**src/fault_regs_pkg.sv**
```systemverilog
// Register map, field positions and threshold table for the fault live status slice
package fault_regs_pkg;
    localparam int ADDR_W = 8;
    localparam int DATA_W = 8;
    localparam logic [7:0] INPUT_OVERVOLTAGE_LIVE_STATUS_ADDR = 8'h35;
    localparam logic [7:0] BIAS_FAULT_LIVE_STATUS_ADDR = 8'h37;
    localparam logic [7:0] BIAS_OVERVOLTAGE_THRESHOLD_CFG_ADDR = 8'h55;
    localparam logic [7:0] INPUT_OVERVOLTAGE_LIVE_STATUS_RST = 8'h00;
    localparam logic [7:0] BIAS_FAULT_LIVE_STATUS_RST = 8'h00;
    localparam logic [7:0] BIAS_OVERVOLTAGE_THRESHOLD_CFG_RST = 8'h40;
    // Field positions
    localparam int CH1_OV_BIT = 7;
    localparam int CH2_OV_BIT = 6;
    localparam int BIAS_HIGH_CURRENT_BIT = 7;
    localparam int BIAS_LOW_CURRENT_BIT = 6;
    localparam int BIAS_OV_BIT = 5;
    localparam int THRESHOLD_LSB = 5;
    localparam int THRESHOLD_W = 3;
    localparam logic [2:0] THRESHOLD_CODE_RST = 3'h2;
    // Margin table in millivolts
    localparam logic [7:0] MARGIN_CODE0_MV = 8'h00;
    localparam logic [7:0] MARGIN_CODE1_MV = 8'h0a;
    localparam logic [7:0] MARGIN_CODE2_MV = 8'h28;
    localparam logic [7:0] MARGIN_STEP_MV = 8'h1e;
    localparam logic [7:0] MARGIN_CODE7_MV = 8'hbe;
endpackage : fault_regs_pkg

```
**src/fault_flag_sync.sv**
```systemverilog
// Two-stage synchroniser bank for asynchronous fault detector levels
`timescale 1ns/10ps
module fault_flag_sync
    import fault_regs_pkg::*;
#(
    parameter int WIDTH = 5
) (
    input wire logic ref_clk,
    input wire logic reset,
    input wire logic clk_en,
    input wire logic [WIDTH-1:0] async_in,
    output logic [WIDTH-1:0] sync_out
);
    logic [WIDTH-1:0] meta_ff;
    logic [WIDTH-1:0] sync_ff;
    logic [WIDTH-1:0] nxt_meta;
    logic [WIDTH-1:0] nxt_sync;

    // Hold while the clock enable is low
    always_comb begin
        nxt_meta = clk_en ? async_in : meta_ff;
        nxt_sync = clk_en ? meta_ff : sync_ff;
    end

    // Register both stages
    always_ff @(posedge ref_clk) begin
        if (reset) begin
            meta_ff <= '0;
            sync_ff <= '0;
        end else begin
            meta_ff <= nxt_meta;
            sync_ff <= nxt_sync;
        end
    end

    assign sync_out = sync_ff;
endmodule : fault_flag_sync

```
**src/bias_ov_margin.sv**
```systemverilog
// Threshold code to overvoltage margin decoder for the bias supply comparator
`timescale 1ns/10ps
module bias_ov_margin
    import fault_regs_pkg::*;
(
    input wire logic [2:0] threshold_code,
    output logic [7:0] margin_mv
);
    // Codes 3 to 6 step up from the code 2 margin
    always_comb begin
        case (threshold_code)
            3'h0: margin_mv = MARGIN_CODE0_MV;
            3'h1: margin_mv = MARGIN_CODE1_MV;
            3'h2: margin_mv = MARGIN_CODE2_MV;
            3'h7: margin_mv = MARGIN_CODE7_MV;
            default: margin_mv = 8'(MARGIN_CODE2_MV
                + MARGIN_STEP_MV * 8'(threshold_code - 3'h2));
        endcase
    end
endmodule : bias_ov_margin

```
**src/fault_live_status_and_ov_threshold.sv**
```systemverilog
// Fault live status registers and bias overvoltage threshold configuration
// How it works
// - Bit 7 of the input overvoltage status reads one while channel 1 positive input is over voltage.
// - Bit 6 of the input overvoltage status reads one while channel 2 positive input is over voltage.
// - Bit 7 of the bias fault status reads one while a bias high-current fault is present.
// - Bit 6 of the bias fault status reads one while a bias low-current fault is present.
// - Bit 5 of the bias fault status reads one while a bias overvoltage fault is present.
// - Bits 7 to 5 of the threshold configuration hold a writable code that resets to 010b.
// - Codes 0, 1 and 2 give margins of 0, 10 and 40 mV above the programmed bias.
// - Codes 3 to 6 add 30 mV per code step.
// - Code 7 gives a 190 mV margin.
// - Reserved bits read zero and software writes only zero to them.
// - Status flags are live levels, not latched history.
`timescale 1ns/10ps
module fault_live_status_and_ov_threshold
    import fault_regs_pkg::*;
(
    input wire logic ref_clk,
    input wire logic reset,
    input wire logic clk_en,
    input wire logic reg_wr_en,
    input wire logic reg_rd_en,
    input wire logic [ADDR_W-1:0] reg_addr,
    input wire logic [DATA_W-1:0] reg_wr_data,
    output logic [DATA_W-1:0] reg_rd_data,
    output logic reg_rd_hit,
    input wire logic ch1_positive_input_ov,
    input wire logic ch2_positive_input_ov,
    input wire logic bias_supply_high_current,
    input wire logic bias_supply_low_current,
    input wire logic bias_supply_ov,
    output logic [2:0] bias_overvoltage_threshold_code,
    output logic [7:0] bias_ov_margin_mv
);
    logic [4:0] raw_faults;
    logic [4:0] live_faults;
    logic [2:0] threshold_ff;
    logic [2:0] nxt_threshold;
    logic [DATA_W-1:0] rd_data_ff;
    logic [DATA_W-1:0] nxt_rd_data;
    logic rd_hit_ff;
    logic nxt_rd_hit;
    logic [DATA_W-1:0] ov_status;
    logic [DATA_W-1:0] bias_status;
    logic [DATA_W-1:0] cfg_value;
    logic [7:0] nxt_margin;
    logic [7:0] margin_ff;
    logic rd_take;
    logic wr_take;
    logic sel_ov_status;
    logic sel_bias_status;
    logic sel_threshold_cfg;
    logic sel_mapped;
    logic cfg_write;
    logic status_write;
    logic [2:0] wr_code;
    logic [DATA_W-1:0] rd_mux;

    assign raw_faults = {ch1_positive_input_ov, ch2_positive_input_ov,
        bias_supply_high_current, bias_supply_low_current, bias_supply_ov};

    // Detector levels come from the analog side
    fault_flag_sync #(
        .WIDTH(5)
    ) u_sync (
        .ref_clk(ref_clk),
        .reset(reset),
        .clk_en(clk_en),
        .async_in(raw_faults),
        .sync_out(live_faults)
    );

    // Qualified strobes and address decode
    always_comb begin
        rd_take = clk_en && reg_rd_en;
        wr_take = clk_en && reg_wr_en;
        sel_ov_status = (reg_addr == INPUT_OVERVOLTAGE_LIVE_STATUS_ADDR);
        sel_bias_status = (reg_addr == BIAS_FAULT_LIVE_STATUS_ADDR);
        sel_threshold_cfg = (reg_addr == BIAS_OVERVOLTAGE_THRESHOLD_CFG_ADDR);
        sel_mapped = sel_ov_status || sel_bias_status || sel_threshold_cfg;
        cfg_write = wr_take && sel_threshold_cfg;
        status_write = wr_take && (sel_ov_status || sel_bias_status); // Absorbed below
        wr_code = reg_wr_data[THRESHOLD_LSB +: THRESHOLD_W]; // Reserved write bits dropped
    end

    // Live status words, reserved bits zero
    always_comb begin
        ov_status = INPUT_OVERVOLTAGE_LIVE_STATUS_RST;
        bias_status = BIAS_FAULT_LIVE_STATUS_RST;
        ov_status[CH1_OV_BIT] = live_faults[4];
        ov_status[CH2_OV_BIT] = live_faults[3];
        bias_status[BIAS_HIGH_CURRENT_BIT] = live_faults[2];
        bias_status[BIAS_LOW_CURRENT_BIT] = live_faults[1];
        bias_status[BIAS_OV_BIT] = live_faults[0];
        cfg_value = '0;
        cfg_value[THRESHOLD_LSB +: THRESHOLD_W] = threshold_ff;
    end

    // Threshold code write path
    always_comb begin
        nxt_threshold = threshold_ff;
        // only the code field is stored
        if (cfg_write) begin
            nxt_threshold = wr_code;
        end else if (status_write) begin
            // status addresses have no write path
            nxt_threshold = threshold_ff;
        end
    end

    // One-hot read select, one slice per data bit
    for (genvar gb = 0; gb < DATA_W; gb++) begin : g_rd_bit
        assign rd_mux[gb] = (sel_ov_status && ov_status[gb])
            || (sel_bias_status && bias_status[gb])
            || (sel_threshold_cfg && cfg_value[gb]);
    end

    // Read data and hit, registered, cleared on the next cycle with the clock enable high
    always_comb begin
        nxt_rd_data = rd_data_ff;
        nxt_rd_hit = rd_hit_ff;
        if (clk_en) begin
            nxt_rd_data = '0;
            nxt_rd_hit = 1'b0;
        end
        if (rd_take && sel_mapped) begin
            nxt_rd_data = rd_mux;
            nxt_rd_hit = 1'b1;
        end
    end

    // Register state
    always_ff @(posedge ref_clk) begin
        if (reset) begin
            threshold_ff <= THRESHOLD_CODE_RST;
            margin_ff <= MARGIN_CODE2_MV;
            rd_data_ff <= '0;
            rd_hit_ff <= 1'b0;
        end else begin
            threshold_ff <= nxt_threshold;
            margin_ff <= nxt_margin;
            rd_data_ff <= nxt_rd_data;
            rd_hit_ff <= nxt_rd_hit;
        end
    end

    bias_ov_margin u_margin (
        .threshold_code(nxt_threshold),
        .margin_mv(nxt_margin)
    );

    assign reg_rd_data = rd_data_ff;
    assign reg_rd_hit = rd_hit_ff;
    assign bias_overvoltage_threshold_code = threshold_ff;
    assign bias_ov_margin_mv = margin_ff; // Moves with the code
endmodule : fault_live_status_and_ov_threshold

```
**config.mk**
```make
export PLATFORM = sky130hd
export DESIGN_NAME = fault_live_status_and_ov_threshold
export DESIGN_NICKNAME = d
export VERILOG_FILES = /design/src/fault_regs_pkg.sv /design/src/fault_flag_sync.sv /design/src/bias_ov_margin.sv /design/src/fault_live_status_and_ov_threshold.sv
export SDC_FILE = /design/constraint.sdc
export NUM_CORES = 1
export LEC_CHECK = 0
export BUFFER_PORTS_ARGS = -buffer_cell sky130_fd_sc_hd__buf_2
export CORE_MARGIN = 10
export CORE_UTILIZATION = 25
export DETAILED_ROUTE_END_ITERATION = 7
export PLACE_DENSITY = 0.49
export SYNTH_ARGS = -nofsm -noshare
export SYNTH_HDL_FRONTEND = slang
export SYNTH_HIERARCHICAL = 1
export SYNTH_SLANG_ARGS = --single-unit
```
**constraint.sdc**
```tcl
create_clock -name ref_clk -period 11.11 [get_ports ref_clk]
set_input_delay 2.222 -clock ref_clk [delete_from_list [all_inputs] [get_ports ref_clk]]
set_output_delay 2.222 -clock ref_clk [all_outputs]
set_load 0.05 [all_outputs]
```
==> flow_metrics.tcl <==
set metrics [dict create \
    drcViolationCount 0 \
    fmax_mhz 173.5 \
    regToRegStartpoint "bias_overvoltage_threshold_code[2]" \
    dp_hpwl_um 2604 \
    p_sw_uw 39.72 \
    die_w_um 95.90 \
    crit_path_start_kind "input pin" \
    p_seq_frac 0.568 \
    synth.ff_latch_count 25 \
    synth_top_area_share 0.3475 \
    avgSynthCellArea_um2 9.352 \
    yosysUniqueCellTypes 43 \
    cp.buffers_inverters 4 \
    synthArstFlopShare 0 \
    hp-start "reg_rd_data[6]" \
    yosys-top-cells-area "dfxtp_1, mux2i_1, ha_1" \
    die_h_um 95.90 \
    setup_viol_count_final 0 \
    pre_cts_slack_ns 5.043 \
    grt_max_degree 26 \
    p_sw_frac 0.2445 \
    firstDrtPassIters 4 \
    period_share 0.5189 \
    max_stage_delay_ns 0.48 \
    critPathTopFamily "adder cells" \
    cp.depth 16 \
    cpMostUsedCell "ha_1" \
    grt_pass1_vias 1116 \
    path_max_fanout 12 \
    cp-end-kind "flip-flop" \
    antenna_cells 0 \
    fin_skew_ns 0.001405 \
    overflow 0 \
    critical_path_class "in2reg" \
    worstPathArrival_ns 5.91 \
    synth-main-ff-cell "dfxtp_1" \
    leakagePower_uw 0.0008227 \
    hold_class "reg2reg" \
    synth_edf_count 0 \
    dp.cells 254 \
    fin_cells 258 \
    nets 224 \
    cts_resized 0 \
    numPortBuffers 35 \
    p_clk_frac 0.329 \
    finalWorstSetupSlack_ns 5.346 \
    ioPinCount 46 \
    clkTransAtPathRegs_ns 0.09 \
    drtIter0Drc 35 \
    cts_tree "done" \
    rsz0062_at_grt "no" \
    initial_utilization 0.2599 \
    ir_worst_vdd_uv 33.48 \
    die_area_mm2 0.009197 \
    core.rowCount 27 \
    pwr-share-comb 0.103 \
    ant_nets 0 \
    intPower_uw 122.7 \
    finalHoldViolCount 0 \
    cts_setup_buffers 0 \
    layout_commonest_cell "buf_2" \
    clock_path_buffers 2 \
    min_period_ns 5.764 \
    slew_violations 0 \
    cts-htree-levels 1 \
    postSynthCellCount 154 \
    cts_num_sinks 25 \
    hold_path_depth 2 \
    startpoint "clk_en" \
    whs_ns 0.4562 \
    power_uw 162.4 \
    track_usage 0.06809 \
    yosysWarnings 6 \
    layout_common_cells "buf_2, dfxtp_1, nor2_1" \
    via_count 1097 \
    grt_pass1_wl_um 5112 \
    drive_gt1_frac 0.2849 \
    r2r_slack_ns 7.78 \
    crit_chain "buf_2 > and4b_1 > nand4_2 > mux2_2 > inv_2 > ha_1 > inv_1 > ha_1 > inv_1 > fa_1 > xnor3_1 > ha_1 > o21ai_2 > mux2i_1 > o311ai_1 > nor2b_1" \
    synth_top_cell_by_area "dfxtp_1" \
    cp.required_ns 11.26 \
    cts_buffers 3 \
    ctsHoldBuffers 0 \
    worst-r2r-cell-count 11 \
    p_per_area_mw_per_mm2 95.81 \
    run_status "finished, final reports clean" \
    ys_seq_area_frac 0.3475 \
    coreArea_mm2 0.005540 \
    routed_wl_um 3217 \
    antenna_found_initial 0 \
    gp_congestion 0.7765 \
    synthesis.area_mm2 0.001440 \
    wire_per_inst_um 12.47 \
    cap_viol_max_count 0 \
    insertion_delay_ns 0.26 \
    via_per_inst 4.252 \
    cp_slowest_cell "fa_1" \
    cts-root-buf "clkbuf_8" \
    fin_setup_tns_ns 0 \
    syn_to_final_growth_pct 17.72 \
]
[layer usage]
| metal | vias up | track usage | share of wire |
|---|---|---|---|
| met2 | 34 | 0.1129 | 0.45 |
| met1 | 488 | 0.08163 | 0.44 |
| met3 | 2 | 0.02179 | 0.11 |
| met4 | 0 | 0.02211 | 0.0059 |
| met5 | - | 0 | 0 |
| li1 | 573 | - | - |
[cells in the mapped netlist, types with 2 or more instances]
| library cell | instances |
|---|---|
| buf_2 | 2 |
| and3_2 | 3 |
| buf_4 | 6 |
| a21oi_1 | 11 |
| xor2_1 | 3 |
| mux2_2 | 2 |
| nand2_1 | 6 |
| o32ai_1 | 2 |
| ha_1 | 10 |
| xnor2_1 | 2 |
| inv_2 | 2 |
| o311ai_1 | 2 |
| dfxtp_1 | 25 |
| conb_1 | 2 |
| inv_1 | 9 |
| or2_2 | 2 |
| o21ai_0 | 4 |
| nor2b_1 | 11 |
| nor2_1 | 14 |
| mux2i_1 | 13 |
[cell type report]
| type | instances | area [µm²] |
|---|---|---|
| Timing Repair Buffer | 35 | 175.2 |
| Tap cell | 72 | 90.09 |
| Clock inverter | 1 | 7.507 |
| Multi-Input combinational cell | 111 | 839.6 |
| Fill cell | 598 | 3845 |
| Sequential cell | 25 | 500.5 |
| Inverter | 11 | 41.29 |
| Clock buffer | 3 | 41.29 |
[cell families after synthesis]
kind of cell	count (synthesis)	synth area share
compound gates	28	0.1269
simple gates	44	0.1772
flops	25	0.3475
xor+xnor	6	0.04605
other cells	2	0.005215
mux	16	0.1164
buf+inv	22	0.07992
fa+ha+maj	11	0.1008
[flip-flops by register name (all words and copies together) (netlist names)]
signal / count
u_sync/sync_out: 5
reg_rd_data: 3
u_sync/meta_ff: 5
bias_ov_margin_mv: 8
bias_overvoltage_threshold_code: 3
reg_rd_hit: 1
[power by group through the flow]
stage	sequential, µW	combinational, µW	clock (µW)
after global routing	92.5	18.5	60.2
after detailed placement	94.4	16.8	0
after floorplan	94.9	12.2	0
after CTS	92.3	16.9	56.2
final	92.3	16.8	53.4
after global placement	94.4	16.7	0
[stage by stage]
| step | cell area [µm²] | util |
|---|---|---|
| final | 1695 | 0.3060 |
| after global routing | 1695 | 0.3060 |
| after CTS | 1695 | 0.3060 |
| after detailed placement | 1647 | 0.2972 |
| after global placement | 1647 | 0.2972 |
| after floorplan | 1455 | - |
[tightest hold or removal path, stage by stage, from the launching register on]
cell     delay, ns
dfxtp_1       0.32
nand2_1       0.05
a21oi_1       0.05
[path summary, 6_finish.rpt]
check                                            end
worst max-delay path            bias_ov_margin_mv[7]
worst min-delay path                  reg_rd_data[6]
worst max register to register  bias_ov_margin_mv[7]
worst min register to register        reg_rd_data[6]
Note: power is estimated with default switching activity, not from simulation.
